<file path="src/pkg/scdc_pkg.sv">
// constants and types shared by both ends of the system clock control
`default_nettype none
package scdc_pkg;
   // clock rates in Hz
   localparam int         CLK_HZ      = 100000000;
   localparam int         MAIN_OSC_HZ = 7200000;
   localparam int         SUB_OSC_HZ  = 32768;
   // whole mclk cycles per oscillator period, rounded down
   localparam int         MAIN_OSC_CYC = CLK_HZ / MAIN_OSC_HZ;
   localparam int         SUB_OSC_CYC  = CLK_HZ / SUB_OSC_HZ;
   // register map
   localparam logic [7:0] SCS_OFFSET  = 8'h80;
   localparam logic [7:0] STAT_OFFSET = 8'h8e;
   localparam logic [7:0] SCS_RESET   = 8'h00;
   localparam logic [7:0] RSVD_MASK   = 8'he0;
   localparam logic [7:0] RDATA_IDLE  = 8'h00;
   // field layout of system_clock_select
   localparam int         SCS_USED_W    = 5;
   localparam int         BIT_MAIN_STOP = 4;
   localparam int         BIT_SUB_SW    = 3;
   localparam int         BIT_DIV_EN    = 2;
   localparam int         DIV_SEL_W     = 3;
   localparam int         DIV_CNT_W     = 4;
   // machine cycle sequence
   typedef enum logic [2:0] {ST_S1, ST_S2, ST_S3, ST_S4, ST_S5, ST_S6} scdc_state_t;
   typedef enum logic {PH_1, PH_2} scdc_phase_t;
endpackage
`default_nettype wire

</file>
<file path="src/pkg/scdc_if.sv">
// link between the clock control end and the cpu core end
`default_nettype none
interface scdc_if;
   logic [7:0]            sfr_addr;
   logic [7:0]            sfr_wdata;
   logic                  sfr_wr;
   logic                  sfr_rd;
   logic [7:0]            sfr_rdata;
   scdc_pkg::scdc_state_t state;
   scdc_pkg::scdc_phase_t phase;
   logic                  phase_tick;

   modport dev (
      input  sfr_addr,
      input  sfr_wdata,
      input  sfr_wr,
      input  sfr_rd,
      output sfr_rdata,
      output state,
      output phase,
      output phase_tick
   );

   modport core (
      output sfr_addr,
      output sfr_wdata,
      output sfr_wr,
      output sfr_rd,
      input  sfr_rdata,
      input  state,
      input  phase,
      input  phase_tick
   );
endinterface
`default_nettype wire

</file>
<file path="src/scdc_dev_end.sv">
// device end: clock mode register, oscillators, divider and state sequencer
`default_nettype none
module scdc_dev_end #(
   parameter int MAIN_CYC = scdc_pkg::MAIN_OSC_CYC,
   parameter int SUB_CYC  = scdc_pkg::SUB_OSC_CYC
) (
   // clock and reset
   input  wire logic mclk_i,
   input  wire logic rst_i,
   // link to the core
   scdc_if.dev       bus,
   // oscillator and clock status
   output logic      main_osc_run_o,
   output logic      sub_active_o,
   output logic      sys_clk_o
);
   localparam int CW = $clog2(SUB_CYC > MAIN_CYC ? SUB_CYC : MAIN_CYC);

   logic [CW-1:0]                    main_cnt_ff;
   logic [CW-1:0]                    sub_cnt_ff;
   logic                             main_tick_ff;
   logic                             sub_tick_ff;
   logic [scdc_pkg::SCS_USED_W-1:0]  cfg_ff;
   logic                             main_run_ff;
   logic                             act_sub_ff;
   logic [scdc_pkg::DIV_SEL_W-1:0]   act_div_ff;
   scdc_pkg::scdc_state_t            state_ff;
   scdc_pkg::scdc_phase_t            phase_ff;
   logic                             phase_tick_ff;
   logic                             sys_clk_ff;
   logic [7:0]                       rdata_ff;
   logic                             src_tick;
   logic                             sys_tick;
   logic                             boundary;
   logic                             halted;
   logic                             sel_load;
   logic                             sel_change;
   logic                             new_sub;
   logic [scdc_pkg::DIV_SEL_W-1:0]   new_div;

   function automatic logic last_cyc(input logic [CW-1:0] cnt, input int cyc);
      last_cyc = (cnt == CW'(cyc - 1));
   endfunction

   function automatic scdc_pkg::scdc_state_t next_state(input scdc_pkg::scdc_state_t s);
      case (s)
         scdc_pkg::ST_S1: next_state = scdc_pkg::ST_S2;
         scdc_pkg::ST_S2: next_state = scdc_pkg::ST_S3;
         scdc_pkg::ST_S3: next_state = scdc_pkg::ST_S4;
         scdc_pkg::ST_S4: next_state = scdc_pkg::ST_S5;
         scdc_pkg::ST_S5: next_state = scdc_pkg::ST_S6;
         default:         next_state = scdc_pkg::ST_S1;
      endcase
   endfunction

   // main oscillator, held still while stopped
   always_ff @(posedge mclk_i)
   begin
      if (rst_i || !main_run_ff)
      begin
         main_cnt_ff  <= '0;
         main_tick_ff <= 1'b0;
      end
      else
      begin
         main_tick_ff <= last_cyc(main_cnt_ff, MAIN_CYC);
         main_cnt_ff  <= last_cyc(main_cnt_ff, MAIN_CYC) ? '0 : main_cnt_ff + 1'b1;
      end
   end

   // sub oscillator always runs
   always_ff @(posedge mclk_i)
   begin
      if (rst_i)
      begin
         sub_cnt_ff  <= '0;
         sub_tick_ff <= 1'b0;
      end
      else
      begin
         sub_tick_ff <= last_cyc(sub_cnt_ff, SUB_CYC);
         sub_cnt_ff  <= last_cyc(sub_cnt_ff, SUB_CYC) ? '0 : sub_cnt_ff + 1'b1;
      end
   end

   // clock mode register, reserved bits are not stored
   always_ff @(posedge mclk_i)
   begin
      if (rst_i)
         cfg_ff <= scdc_pkg::SCS_RESET[scdc_pkg::SCS_USED_W-1:0];
      else if (bus.sfr_wr && bus.sfr_addr == scdc_pkg::SCS_OFFSET)
         cfg_ff <= bus.sfr_wdata[scdc_pkg::SCS_USED_W-1:0];
   end

   always_ff @(posedge mclk_i)
   begin
      if (rst_i)
         main_run_ff <= 1'b1;
      else
         main_run_ff <= !cfg_ff[scdc_pkg::BIT_MAIN_STOP];
   end

   // read port, holes answer a fixed idle value
   always_ff @(posedge mclk_i)
   begin
      if (rst_i)
         rdata_ff <= scdc_pkg::RDATA_IDLE;
      else if (bus.sfr_rd)
      begin
         case (bus.sfr_addr)
            scdc_pkg::SCS_OFFSET:  rdata_ff <= 8'(cfg_ff);
            scdc_pkg::STAT_OFFSET: rdata_ff <= {main_run_ff, act_sub_ff, act_div_ff, state_ff};
            default:               rdata_ff <= scdc_pkg::RDATA_IDLE;
         endcase
      end
      else
         rdata_ff <= scdc_pkg::RDATA_IDLE;
   end

   // a halted clock has no pulse in flight, so it may switch at once
   assign new_sub    = cfg_ff[scdc_pkg::BIT_SUB_SW];
   assign new_div    = cfg_ff[scdc_pkg::DIV_SEL_W-1:0];
   assign halted     = !act_sub_ff && !main_run_ff;
   assign boundary   = sys_tick && state_ff == scdc_pkg::ST_S6 && phase_ff == scdc_pkg::PH_2;
   assign sel_load   = boundary || halted;
   assign sel_change = sel_load && (new_sub != act_sub_ff || new_div != act_div_ff);

   always_ff @(posedge mclk_i)
   begin
      if (rst_i)
      begin
         act_sub_ff <= 1'b0;
         act_div_ff <= '0;
      end
      else if (sel_load)
      begin
         act_sub_ff <= new_sub;
         act_div_ff <= new_div;
      end
   end

   assign src_tick = act_sub_ff ? sub_tick_ff : main_tick_ff;

   scdc_clk_div u_div (
      .mclk_i     (mclk_i),
      .rst_i      (rst_i),
      .src_tick_i (src_tick),
      .restart_i  (sel_change),
      .sel_i      (act_div_ff),
      .tick_o     (sys_tick)
   );

   // reset sits at the last half so the first tick opens state one
   always_ff @(posedge mclk_i)
   begin
      if (rst_i)
      begin
         state_ff      <= scdc_pkg::ST_S6;
         phase_ff      <= scdc_pkg::PH_2;
         phase_tick_ff <= 1'b0;
         sys_clk_ff    <= 1'b0;
      end
      else if (sys_tick)
      begin
         phase_tick_ff <= 1'b1;
         if (phase_ff == scdc_pkg::PH_1)
         begin
            phase_ff   <= scdc_pkg::PH_2;
            sys_clk_ff <= 1'b0;
         end
         else
         begin
            phase_ff   <= scdc_pkg::PH_1;
            sys_clk_ff <= 1'b1;
            state_ff   <= next_state(state_ff);
         end
      end
      else
         phase_tick_ff <= 1'b0;
   end

   assign bus.sfr_rdata  = rdata_ff;
   assign bus.state      = state_ff;
   assign bus.phase      = phase_ff;
   assign bus.phase_tick = phase_tick_ff;
   assign main_osc_run_o = main_run_ff;
   assign sub_active_o   = act_sub_ff;
   assign sys_clk_o      = sys_clk_ff;
endmodule
`default_nettype wire

</file>
<file path="src/scdc_clk_div.sv">
// divider from the selected oscillator tick to the system clock tick
`default_nettype none
module scdc_clk_div (
   // clock and reset
   input  wire logic                           mclk_i,
   input  wire logic                           rst_i,
   // source and selection
   input  wire logic                           src_tick_i,
   input  wire logic                           restart_i,
   input  wire logic [scdc_pkg::DIV_SEL_W-1:0] sel_i,
   // divided tick
   output logic                                tick_o
);
   logic [scdc_pkg::DIV_CNT_W-1:0] cnt_ff;
   logic                           armed_ff;
   logic                           tick_ff;

   function automatic logic [scdc_pkg::DIV_CNT_W-1:0] last_count(input logic [scdc_pkg::DIV_SEL_W-1:0] sel);
      logic [scdc_pkg::DIV_CNT_W:0] lim;
      lim = (5'h02 << sel[1:0]) - 5'h01;
      if (!sel[scdc_pkg::BIT_DIV_EN])
         last_count = '0;
      else
         last_count = lim[scdc_pkg::DIV_CNT_W-1:0];
   endfunction

   // after a switch the first source tick only arms, so no period comes out short
   always_ff @(posedge mclk_i)
   begin
      if (rst_i || restart_i)
      begin
         cnt_ff   <= '0;
         armed_ff <= 1'b0;
         tick_ff  <= 1'b0;
      end
      else if (src_tick_i && !armed_ff)
      begin
         armed_ff <= 1'b1;
         tick_ff  <= 1'b0;
      end
      else if (src_tick_i)
      begin
         tick_ff <= (cnt_ff == last_count(sel_i));
         cnt_ff  <= (cnt_ff == last_count(sel_i)) ? '0 : cnt_ff + 1'b1;
      end
      else
         tick_ff <= 1'b0;
   end

   assign tick_o = tick_ff;
endmodule
`default_nettype wire

</file>
<file path="src/flat_wrapper.sv">
// flat-port wrapper written by rule: the top's interface ports become plain ports
module scdc_dev_end_flat 
#(
   parameter int MAIN_CYC = scdc_pkg::MAIN_OSC_CYC,
   parameter int SUB_CYC  = scdc_pkg::SUB_OSC_CYC
)
  (mclk_i, rst_i, main_osc_run_o, sub_active_o, sys_clk_o, bus_sfr_addr, bus_sfr_wdata, bus_sfr_wr, bus_sfr_rd, bus_sfr_rdata, bus_state, bus_phase, bus_phase_tick);
  scdc_if bus_i ();
  input  wire logic mclk_i;
  input  wire logic rst_i;
  output logic main_osc_run_o;
  output logic sub_active_o;
  output logic sys_clk_o;
  input wire logic [$bits(bus_i.sfr_addr)-1:0] bus_sfr_addr;
  input wire logic [$bits(bus_i.sfr_wdata)-1:0] bus_sfr_wdata;
  input wire logic [$bits(bus_i.sfr_wr)-1:0] bus_sfr_wr;
  input wire logic [$bits(bus_i.sfr_rd)-1:0] bus_sfr_rd;
  output wire logic [$bits(bus_i.sfr_rdata)-1:0] bus_sfr_rdata;
  output wire logic [$bits(bus_i.state)-1:0] bus_state;
  output wire logic [$bits(bus_i.phase)-1:0] bus_phase;
  output wire logic [$bits(bus_i.phase_tick)-1:0] bus_phase_tick;
  assign bus_i.sfr_addr = bus_sfr_addr;
  assign bus_i.sfr_wdata = bus_sfr_wdata;
  assign bus_i.sfr_wr = bus_sfr_wr;
  assign bus_i.sfr_rd = bus_sfr_rd;
  assign bus_sfr_rdata = bus_i.sfr_rdata;
  assign bus_state = bus_i.state;
  assign bus_phase = bus_i.phase;
  assign bus_phase_tick = bus_i.phase_tick;
  scdc_dev_end #(.MAIN_CYC(MAIN_CYC), .SUB_CYC(SUB_CYC)) u_core (.mclk_i(mclk_i), .rst_i(rst_i), .bus(bus_i), .main_osc_run_o(main_osc_run_o), .sub_active_o(sub_active_o), .sys_clk_o(sys_clk_o));
endmodule
</file>
<file path="config.mk">
export PLATFORM = sky130hd
export DESIGN_NAME = scdc_dev_end_flat
export DESIGN_NICKNAME = d
export VERILOG_FILES = /design/src/pkg/scdc_pkg.sv /design/src/pkg/scdc_if.sv /design/src/scdc_dev_end.sv /design/src/scdc_clk_div.sv /design/src/flat_wrapper.sv
export SDC_FILE = /design/constraint.sdc
export NUM_CORES = 1
export LEC_CHECK = 0
export BUFFER_PORTS_ARGS = -buffer_cell sky130_fd_sc_hd__buf_2
export CAP_MARGIN = 20
export CORE_MARGIN = 5
export CORE_UTILIZATION = 50
export DETAILED_ROUTE_END_ITERATION = 12
export PLACE_DENSITY = 0.85
export SYNTH_ARGS = -nofsm -noshare
export SYNTH_HDL_FRONTEND = slang
export SYNTH_SLANG_ARGS = --single-unit
</file>
<file path="constraint.sdc">
create_clock -name mclk_i -period 1.5 [get_ports mclk_i]
set_input_delay 0.15 -clock mclk_i [delete_from_list [all_inputs] [get_ports mclk_i]]
set_output_delay 0.15 -clock mclk_i [all_outputs]
set_load 0.01 [all_outputs]
</file>
# [Yosys cells after proc, flatten, opt, wreduce, memory -nomap -nowiden]
# Cells that the tools add are included.
# Widths: inputs -> output; s select.
[totals] regBits=56 latchBits=0 mem_bits_rw=0 romBits=0 inputBits=20 out_inout_bits=16 wordCells=68 n_memories=0
[op_classes] n_addsub=4 mul=0 div=0 n_lt_le_gt_ge=0 eq_ne=12 n_shift=1 n_mux=11 bitwise_logic=3 reduce_logical=21
[ops] op="$add 12x1->12 const B" n=2
[ops] op="$mux 4" n=5
[ops] op="$eq 8x8->1 const B" n=2
[ops] op="$pmux 8 s2" n=1
[ops] op="$pmux 3 s5" n=1
[ops] op="$eq 12x12->1 const B" n=1
[ops] op="$eq 12x4->1 const B" n=1
[ops] op="$eq 3x2->1 const B" n=2
[ops] op="$eq 3x3->1 const B" n=2
[ops] op="$logic_and 1x1->1" n=6
[ops] op="$reduce_or 2->1" n=3
[ops] op="$add 4x1->4 const B" n=1
[ops] op="$eq 4x4->1" n=1
[ops] op="$logic_not 1->1" n=4
[ops] op="$logic_or 1x1->1" n=4
[ops] op="$mux 1" n=4
[ops] op="$reduce_and 2->1" n=2
[ops] op="$shl 2x2->4 const A" n=1
[ops] op="$sub 4x1->4 const B" n=1
[ops] op="$eq 3x1->1 const B" n=1
[ops] op="$logic_not 3->1" n=1
[ops] op="$ne 3x3->1" n=1
[ops] op="$not 1->1" n=3
[ops] op="$reduce_or 3->1" n=1
[ops] op="$ne 1x1->1" n=1

# [Depth between registers and ports, before layout]
# Gate-level depths: netlist of run 1.
[logic_depth] word_depth=9 depth_mapped=7 ltp_nobuf=6

# [Hierarchy]
# A second synthesis of run 1 with hierarchy kept.
[hier_totals] cells_unflattened=255 hier_area_um2=2349.8
[modules_own_cells] mod="scdc_dev_end" n_inst=1 cells_per_inst=222 area_per_inst_um2=2029.4 seq_area_each_um2=1001.0
[modules_own_cells] mod="scdc_clk_div" n_inst=1 cells_per_inst=33 area_per_inst_um2=320.3 seq_area_each_um2=120.1

# [Worst setup path before layout of run 1]
# OpenSTA, ideal clock, no wires.
[synth_timing] path_type="register -> register" startpoint="register u_core.phase_ff (netlist: u_core.bus.phase)" endpoint="register u_core.u_div.tick_ff (netlist: u_core.u_div.tick_o)" setup_ps=116 arrival_ps=1445 required_ps=1384 slack_ps=-61 path_stages_with_launch=5 path_buffers=0 period_less_slack_ps=1561 cell_sequence="dfxtp_1 nand2_2 o32a_1 o21bai_1 and3b_1"
[synth_between] elab_chain_len=5
[synth_lines] element="start: declaration" line_no="scdc_dev_end.sv:28" source="scdc_pkg::scdc_phase_t phase_ff;"
[synth_lines] element="start signal: assignment" line_no="scdc_dev_end.sv:159" source="phase_ff <= scdc_pkg::PH_2;"
[synth_lines] element="start signal: assignment" line_no="scdc_dev_end.sv:168" source="phase_ff <= scdc_pkg::PH_2;"
[synth_lines] element="start signal: assignment" line_no="scdc_dev_end.sv:173" source="phase_ff <= scdc_pkg::PH_1;"
[synth_lines] element="$logic_and 1x1->1" line_no="scdc_dev_end.sv:124" source="assign boundary = sys_tick && state_ff == scdc_pkg::ST_S6 && phase_ff == scdc_pkg::PH_2;"
[synth_lines] element="$logic_or 1x1->1" line_no="scdc_dev_end.sv:125" source="assign sel_load = boundary || halted;"
[synth_lines] element="$logic_and 1x1->1" line_no="scdc_dev_end.sv:126" source="assign sel_change = sel_load && (new_sub != act_sub_ff || new_div != act_div_ff);"
[synth_lines] element="$logic_or 1x1->1" line_no="scdc_clk_div.sv:30" source="if (rst_i || restart_i)"
[synth_lines] element="$reduce_or 3->1 (no source line)"
[synth_lines] element="end signal: assignment" line_no="scdc_clk_div.sv:43" source="tick_ff <= (cnt_ff == last_count(sel_i));"
[synth_lines] element="end: declaration" line_no="scdc_clk_div.sv:16" source="logic tick_ff;"
# No other way between the ends.
# A chain may end at the register's enable or synchronous reset.

# [Worst setup path in the final report of run 1]
[layout_timing] startpoint="register u_core.u_div.cnt_ff[3] (netlist bit)" endpoint="register u_core.u_div.tick_ff (netlist: u_core.u_div.tick_o)"
[layout_between] elab_chain_len=1
[layout_lines] element="start: declaration" line_no="scdc_clk_div.sv:14" source="logic [scdc_pkg::DIV_CNT_W-1:0] cnt_ff;"
[layout_lines] element="start signal: assignment" line_no="scdc_clk_div.sv:44" source="cnt_ff <= (cnt_ff == last_count(sel_i)) ? '0 : cnt_ff + 1'b1;"
[layout_lines] element="$eq 4x4->1" line_no="scdc_clk_div.sv:43"
# No other way between the ends.

==> results_dict.tcl, run 1 <==
set metrics [dict create \
    drive_gt1_share_pct 21.5 \
    power_mw 2.37 \
    postLayoutCellArea_mm2 0.00279 \
    grt_pass1_wl_um 8150 \
    placed_cell_area_mm2 0.00271 \
    numPortBuffers 32 \
    hp-class "in -> reg" \
    path_class "reg -> reg" \
    setup_ws_ps 73.6 \
    seqPwrFrac_pct 63.9 \
    crit_chain "or4_1 -> o2bb2ai_1 -> buf_4 -> and3b_1" \
    detail_route.wl_per_cell_um 12.7 \
    clk_latency_ps 290 \
    cts_buffer_depth 2 \
    hpwl_um 3490 \
    yosys-top-cells-area "dfxtp_1 (48%), xor2_1 (6.3%), nor2_1 (6.2%), nand3_1 (3.8%), xnor2_1 (3.7%)" \
    dp.cells 358 \
    period_share_pct 95.1 \
    gr-total-overflow 0 \
    synth_area_mm2 0.00235 \
    worst_pin_slew_ps 403 \
    power_density_mw_per_mm2 848 \
    ir_drop_mv 0.636 \
    fin_crit_ps 1430 \
    skew_ps 4.31 \
    path_max_fanout 5 \
    yosysTopAreaCellShare_pct 47.6 \
    cts_buffers 5 \
    antenna_cells 0 \
    antenna_left 0 \
    drv_slew 0 \
    startpoint_type "flop" \
    cts_root_buffer "clkbuf_8" \
    seq_area_frac_synth_pct 47.6 \
    fin_cells 365 \
    via_per_inst 5.38 \
    die_h_um 78.6 \
    drc 0 \
    cts_tree "built" \
    syn-instance-count 259 \
    die_area_mm2 0.00618 \
    p_int_mw 1.86 \
    status "complete, no violations" \
    finalHoldViolCount 0 \
    p_sw_mw 0.503 \
    setup_violations 0 \
    avgSynthCellArea_um2 9.09 \
    critPathArrivalTime_ps 1670 \
    combPwrFrac_pct 4.2 \
    post-cts-setup-buffers 0 \
    worstSetupEndpointType "flop" \
    async_reset_ff_share_pct 0 \
    htreeDepth 2 \
    dr.pass1.iters 4 \
    pwr-share-clk_pct 31.9 \
    required_ps 1740 \
    num_rows 25 \
    holdWs_ps 97.6 \
    p_sw_share_pct 21.2 \
    cpPeakStageDelay_ps 540 \
    cpMaxStageDelayCell "or4_1" \
    vias 1964 \
    clkTransAtPathRegs_ps 90 \
    synth-seq-cells 56 \
    syn_nets 284 \
    yosys.area.top_type "dfxtp_1" \
    grt_start_max_net_pins 17 \
    wirelength_um 4640 \
    synth_edf_count 0 \
    nets 336 \
    post-place-ws_ps -75.2 \
    timing.slew.headroom_pct 73.1 \
    place.gp.congestion 0.852 \
    yosysWarnings 0 \
    gr-usage-all-layers_pct 16.0 \
    ioPinCount 36 \
    area_growth_pct 18.6 \
    start_util_pct 50.5 \
    antenna_found_initial 0 \
    max_freq_mhz 701 \
    drv_cap 0 \
    synth_flop_cell "dfxtp_1" \
    core_area_mm2 0.00466 \
    rsz0062_at_grt "true" \
    grt_pass1_vias 1886 \
    synth_cell_types 43 \
    power_leakage_nw 1.16 \
    dieWidth_um 78.6 \
    clkSinkCount 56 \
    drt_iter0_markers 90 \
]
## cells by family after synthesis
family	share of synthesized area (%)
buf+inv	2.23
simple gates	26.2
xor+xnor	10.0
fa+ha+maj	2.66
mux	1.75
compound gates	9.51
flops	47.6
## registers in the layout (all words and copies together) (netlist names), 3 cells and up
signal / flops
u_core.u_div.cnt_ff: 4
u_core.sub_cnt_ff: 12
u_core.cfg_ff: 5
u_core.bus.state: 3
u_core.act_div_ff: 3
u_core.bus.sfr_rdata: 8
u_core.main_cnt_ff: 12
## stage by stage
| step | utilization, % | TNS (ps) |
|---|---|---|
| 2_1_floorplan | - | 0 |
| 3_3_place_gp | 58.1 | -327 |
| 3_5_place_dp | 58.1 | -611 |
| 4_1_cts | 59.9 | 0 |
| 5_1_grt | 59.9 | -36.6 |
| 6_report | 59.9 | 0 |
## power groups by stage
stage | combinational (mW) | sequential, mW | clock (mW)
after global routing | 0.115 | 1.52 | 0.832
after detailed placement | 0.101 | 1.55 | 0
final | 0.100 | 1.51 | 0.754
after global placement | 0.0975 | 1.55 | 0
after CTS | 0.102 | 1.51 | 0.777
after floorplan | 0.0547 | 1.55 | 0
## final cells by class
type,count,area (um^2)
clock buffer,6,72.6
clock inverter,1,5.00
fill,392,1870
inverter,8,30.0
multi-input combinational,189,1190
sequential,56,1120
tap,54,67.6
timing repair buffer,51,303
## Yosys cell counts (5+ instances only)
cell type and number:
nand3_1 18, a21oi_1 9, nand4_1 5, nor2_1 39, clkbuf_1 5, ha_1 5
xor2_1 17, nand2_1 21, xnor2_1 10, nor4_1 5, dfxtp_1 56, inv_1 8
a22oi_1 5, and3_1 6
## cell usage in the layout (no fill, tap or decap), types with 2 or more instances in the layout
cell	instances
nor3_1	3
dfxtp_1	56
nor2_1	39
mux2i_1	3
nand2b_1	3
nand3_1	18
o21ai_0	4
and3_1	6
buf_2	32
nand2_1	20
ha_1	5
xnor2_1	10
a22oi_1	5
nor3b_1	3
a211oi_1	4
nand4_1	5
xor2_1	17
inv_1	8
o31ai_1	2
nor2b_1	4
a21o_1	2
nand2_2	2
and4_1	2
buf_4	19
a21oi_1	9
clkbuf_8	5
nor4_1	5
## critical path: cells and delay by family (launching register included)
kind	cells	cell delay, ps
compound gates	1	160
buf+inv	1	150
flops	1	360
simple gates	2	700
## metal layers
metal,share of wire [%],vias to the layer above,GRT usage (%)
li1,-,1004,-
met1,44,918,19.3
met2,51,38,27.9
met3,4.0,4,3.33
met4,0.90,0,5.59
met5,0,-,0
## repair_timing
action / in CTS / in global routing
hold buffers: 0 / 0
setup endpoints to repair: 5 / 13
cloned: 0 / 0
hold endpoints to repair: 0 / 0
resized for setup: 1 / 1
## worst paths after layout
kind / from / endpoint / slack (ps) / depth (start not counted)
worst max-delay path: u_core.u_div.cnt_ff[3] / u_core.u_div.tick_o / 70 / 4
worst min-delay path: bus_sfr_wdata[2] / u_core.cfg_ff[2] / 100 / 3
worst max register to register: u_core.u_div.cnt_ff[3] / u_core.u_div.tick_o / 70 / 4
worst min register to register: u_core.cfg_ff[4] / u_core.main_osc_run_o / 440 / 1
Power figures use the tool's default switching activity.
==> run 2, diff against run 1 <==
--- a/config.mk
+++ b/config.mk
@@ -8,9 +8,10 @@
 export BUFFER_PORTS_ARGS = -buffer_cell sky130_fd_sc_hd__buf_2
 export CAP_MARGIN = 20
 export CORE_MARGIN = 5
-export CORE_UTILIZATION = 50
+export CORE_UTILIZATION = 40
 export DETAILED_ROUTE_END_ITERATION = 12
-export PLACE_DENSITY = 0.85
+export HOLD_SLACK_MARGIN = 0.08
+export PLACE_DENSITY = 0.73
 export SYNTH_ARGS = -nofsm -noshare
 export SYNTH_HDL_FRONTEND = slang
 export SYNTH_SLANG_ARGS = --single-unit
==> run 2 against run 1 <==
  * Worst hold slack lost 2.8 ps
  * Highest routed layer unchanged
  * Clock skew grew 1.6 ps
  * Largest power group unchanged
  * Critical path type unchanged
  * Non-clock buffer count grew 4
  * Largest cell class unchanged
==> results_dict.tcl, run 2 (synthesis results as in run 1) <==
set metrics [dict create \
    crit_chain "nand2_2 -> o32a_1 -> o21bai_4 -> and3b_1" \
    via_per_inst 4.98 \
    grt_pass1_wl_um 8000 \
    power_leakage_nw 1.18 \
    reg2reg_slack_ps 120 \
    cp_top_family "compound AO/OA/AOI/OAI gates" \
    num-fill-cells 537 \
    final_util_pct 49.4 \
    layout_common_cells "dfxtp_1 (56), nor2_1 (39), buf_2 (32)" \
    worst_pin_slew_ps 412 \
    path_max_fanout 6 \
    dieWidth_um 86.7 \
    p_int_mw 1.88 \
    cts_buffers 5 \
    required_ps 1700 \
    timing.rr.start "u_core.bus.phase" \
    core_area_mm2 0.00582 \
    drv_slew 0 \
    finalHoldViolCount 0 \
    ctsHoldBuffers 0 \
    setup-tns-final_ps 0 \
    period_share_pct 91.8 \
    max_freq_mhz 726 \
    cts_root_buffer "clkbuf_8" \
    place.gp.congestion 0.758 \
    clkSinkCount 56 \
    combPwrFrac_pct 4.1 \
    nets 340 \
    cpMaxStageDelayCell "dfxtp_1" \
    numPortBuffers 32 \
    path_class "reg -> reg" \
    hp-class "in -> reg" \
    seqPwrFrac_pct 62.6 \
    power_mw 2.42 \
    whs_path_depth 3 \
    fin_crit_ps 1380 \
    start_util_pct 40.5 \
    p_sw_share_pct 22.1 \
    dr.pass1.iters 4 \
    grt_start_max_net_pins 17 \
    fin_cells 391 \
    power_density_mw_per_mm2 842 \
    status "complete, no violations" \
    cts_buffer_depth 2 \
    r2r_cells 4 \
    drive_gt1_share_pct 22.8 \
    min_from "bus_sfr_wdata[0]" \
    startpoint_type "flop" \
    antenna_left 0 \
    htreeDepth 2 \
    ioPinCount 36 \
    skew_ps 5.88 \
    vias 1948 \
    rsz0062_at_grt "false" \
    grt_pass1_vias 1876 \
    area_growth_pct 21.9 \
    drv_cap 0 \
    timing.slew.headroom_pct 72.5 \
    regToRegEndpoint "u_core.u_div.tick_o" \
    antenna_cells 0 \
    min_to "u_core.cfg_ff[0]" \
    dp.cells 383 \
    num_rows 28 \
    cts_tree "built" \
    wirelength_um 4690 \
    critPathArrivalTime_ps 1580 \
    pwr-share-clk_pct 33.2 \
    setup_violations 0 \
    hpwl_um 3530 \
    antenna_found_initial 0 \
    gr-usage-all-layers_pct 12.8 \
    clk_latency_ps 300 \
    detail_route.wl_per_cell_um 12.0 \
    die_h_um 86.7 \
    path_buf_inv 0 \
    p_sw_mw 0.535 \
    worstSetupEndpointType "flop" \
    drt_iter0_markers 67 \
    cpPeakStageDelay_ps 390 \
    mostFrequentLayoutCell "dfxtp_1" \
    ir_drop_mv 0.545 \
    die_area_mm2 0.00752 \
    drc 0 \
    gr-total-overflow 0 \
    clkTransAtPathRegs_ps 100 \
]
==> run 2: worst max path at each step <==
stage	slack, ps	cells after the start	end	start
6_report	120	4	u_core.u_div.tick_o	u_core.bus.phase
5_1_grt	7	7	u_core.sub_cnt_ff[11]	u_core.sub_cnt_ff[0]
4_1_cts	40	6	u_core.main_cnt_ff[6]	u_core.main_cnt_ff[0]
3_5_place_dp	-70	5	u_core.cfg_ff[4]	bus_sfr_addr[5]
3_3_place_gp	-60	5	u_core.cfg_ff[3]	bus_sfr_addr[5]
2_1_floorplan	10	4	u_core.cfg_ff[0]	bus_sfr_addr[5]
==> run 2: cell type report <==
cell class / instances / area (um^2) / area share, %
clock buffers: 7 / 76.3 / 2.66
flip-flops and latches: 56 / 1120 / 39.1
well taps: 75 / 93.8 / 3.27
clock inverters: 1 / 8.76 / 0.305
multi-input cells: 189 / 1210 / 42.1
inverters: 8 / 30.0 / 1.05
repair buffers: 55 / 333 / 11.6
==> run 2: power groups by stage <==
stage          logic (mW)  registers (mW)  clock network (mW)
2_1_floorplan      0.0547            1.55                   0
3_3_place_gp       0.0964            1.55                   0
3_5_place_dp       0.0982            1.55                   0
4_1_cts            0.0990            1.51               0.835
5_1_grt             0.115            1.52               0.882
6_report           0.0996            1.51               0.803
==> run 2: worst min-delay path: cells and delay by family <==
family | cells | cell delay, ps
compound gates | 1 | 50
buf+inv | 1 | 90
simple gates | 1 | 60
==> run 2: routing by layer <==
metal  GRT usage, %  wire, um  up-vias  part of all wire (%)
met2           22.3      2290       32                    49
li1               -         -     1011                     -
met1           16.3      2210      900                    47
met5              0         0        -                     0
met4           3.40        57        0                   1.2
met3           2.38       136        5                   2.9
==> run 2: repair_timing <==
| item | in CTS | in global routing |
|---|---|---|
| buffers inserted | 0 | 0 |
| gates resized for setup | 1 | 3 |
| endpoints found under the setup margin | 5 | 12 |
==> run 2: through the flow <==
stage,setup WS [ps],hold slack [ps],cell area [um^2]
2_1_floorplan,14.3,296,2360
3_3_place_gp,-60.9,406,2760
3_5_place_dp,-72.3,405,2760
4_1_cts,41.6,92.3,2850
5_1_grt,6.52,105,2870
6_report,122,94.8,2870
==> run 3, diff against run 2 <==
--- a/config.mk
+++ b/config.mk
@@ -5,13 +5,13 @@
 export SDC_FILE = /design/constraint.sdc
 export NUM_CORES = 1
 export LEC_CHECK = 0
-export BUFFER_PORTS_ARGS = -buffer_cell sky130_fd_sc_hd__buf_2
 export CAP_MARGIN = 20
 export CORE_MARGIN = 5
 export CORE_UTILIZATION = 40
 export DETAILED_ROUTE_END_ITERATION = 12
+export DONT_BUFFER_PORTS = 1
 export HOLD_SLACK_MARGIN = 0.08
-export PLACE_DENSITY = 0.73
+export PLACE_DENSITY = 0.67
 export SYNTH_ARGS = -nofsm -noshare
 export SYNTH_HDL_FRONTEND = slang
 export SYNTH_SLANG_ARGS = --single-unit
==> run 3 against run 2 <==
  * Register-to-register slack lost 20 ps
  * Critical endpoint is now u_core.bus.sfr_rdata[7]
  * Highest routed layer unchanged
  * Largest cell class unchanged
  * Via count shrank 2.8%
  * Sequential power is essentially flat
  * Worst hold slack lost 1.1 ps
  * Utilization shrank 0.47 points
  * Maximum frequency shrank 1.4%
==> results_dict.tcl, run 3 (synthesis results as in run 1) <==
set metrics [dict create \
    post-cts-setup-buffers 0 \
    drt_iter0_markers 69 \
    dr.pass1.iters 4 \
    skew_ps 9.23 \
    vias 1893 \
    htreeDepth 2 \
    via_per_inst 5.12 \
    clk_latency_ps 310 \
    dieWidth_um 86.7 \
    grt_start_max_net_pins 17 \
    gr-total-overflow 0 \
    cts_root_buffer "clkbuf_8" \
    cts_buffer_depth 2 \
    ioPinCount 36 \
    antenna_cells 0 \
    drv_cap 0 \
    fin_cells 370 \
    max_freq_mhz 716 \
    hpwl_um 3330 \
    rsz0062_at_grt "false" \
    timing.rr.start "u_core.main_osc_run_o" \
    cts_buffers 5 \
    dp.cells 349 \
    placed_cell_area_mm2 0.00259 \
    power_density_mw_per_mm2 862 \
    core_area_mm2 0.00582 \
    fin_crit_ps 1400 \
    whs_path_depth 2 \
    wirelength_um 4920 \
    nets 319 \
    drv_slew 0 \
    hp-class "in -> reg" \
    critPathArrivalTime_ps 1650 \
    postLayoutCellArea_mm2 0.00284 \
    setup_violations 0 \
    numPortBuffers 0 \
    post-place-ws_ps -2.37 \
    setup-tns-final_ps 0 \
    area_growth_pct 20.7 \
    die_area_mm2 0.00752 \
    drive_gt1_share_pct 14.6 \
    multi_input_area_mm2 0.00121 \
    drc 0 \
    r2r_cells 3 \
    power_leakage_nw 1.09 \
    required_ps 1760 \
    path_class "reg -> reg" \
    ir_drop_mv 0.428 \
    die_h_um 86.7 \
    period_share_pct 93.1 \
    num-fill-cells 567 \
    min_from "rst_i" \
    mostFrequentLayoutCell "dfxtp_1" \
    cp-startpoint "u_core.main_osc_run_o" \
    num_rows 28 \
    holdWs_ps 93.7 \
    grt_pass1_vias 1799 \
    cts_tree "built" \
    start_util_pct 40.5 \
    layout_common_cells "dfxtp_1 (55), nor2_1 (39), buf_4 (21)" \
    startpoint_type "flop" \
    place.gp.congestion 0.802 \
    antenna_left 0 \
    antenna_found_initial 0 \
    regArea_mm2 0.00112 \
    timing.slew.headroom_pct 60.5 \
    final_util_pct 48.9 \
    clkTransAtPathRegs_ps 100 \
    finalHoldViolCount 0 \
    power_mw 2.45 \
    worstSetupEndpointType "flop" \
    setup_ws_ps 103 \
    path_max_fanout 4 \
    clkSinkCount 56 \
    status "complete, no violations" \
    grt_pass1_wl_um 8510 \
    gr-usage-all-layers_pct 14.2 \
    detail_route.wl_per_cell_um 13.3 \
    worst_pin_slew_ps 590 \
]
==> run 3: cell types whose count changed in the layout (fill, tap and decap cells not counted), moves of 2 or more <==
cell	delta
nor4_1	-2
nor4_2	+2
buf_4	-2
buf_2	-32
dlygate4sd3_1	+13
==> run 3: layout make-up <==
| cell class | instances | share of cell area [%] |
|---|---|---|
| clock buffers | 7 | 3.04 |
| inverters | 8 | 1.06 |
| flip-flops and latches | 56 | 39.5 |
| multi-input cells | 189 | 42.7 |
| clock inverters | 1 | 0.264 |
| repair buffers | 34 | 10.1 |
| well taps | 75 | 3.30 |
==> run 3: critical path: stages, from the launching register on <==
cell	delay [ps]
dfxtp_1	430
nor2b_2	200
dlygate4sd3_1	570
and3_1	140
==> run 3: timing repair <==
action	CTS	global route
setup endpoints to repair	1	22
hold buffers	13	0
resized for setup	1	6
hold endpoints to repair	25	0
==> run 3: report_power, final <==
| group | internal (mW) | leakage [nW] | total, mW | switching (mW) |
|---|---|---|---|---|
| logic | 0.0463 | 0.598 | 0.0928 | 0.0466 |
| clock network | 0.376 | 0.0445 | 0.845 | 0.469 |
| registers | 1.50 | 0.453 | 1.51 | 0.0131 |
==> run 3: final timing paths <==
path / end / slack, ps
setup / recovery: u_core.bus.sfr_rdata[7] / 100
hold / removal: u_core.u_div.armed_ff / 90
setup reg to reg: u_core.bus.sfr_rdata[7] / 100
hold reg to reg: u_core.sub_cnt_ff[0] / 470
==> run 3: per-layer routing <==
metal  GRT usage, %  vias to the layer above  wire [um]
li1               -                      974          -
met1           18.9                      882       2320
met2           22.3                       30       2320
met3           3.14                        7        180
met4           5.52                        0         91
met5              0                        -          0
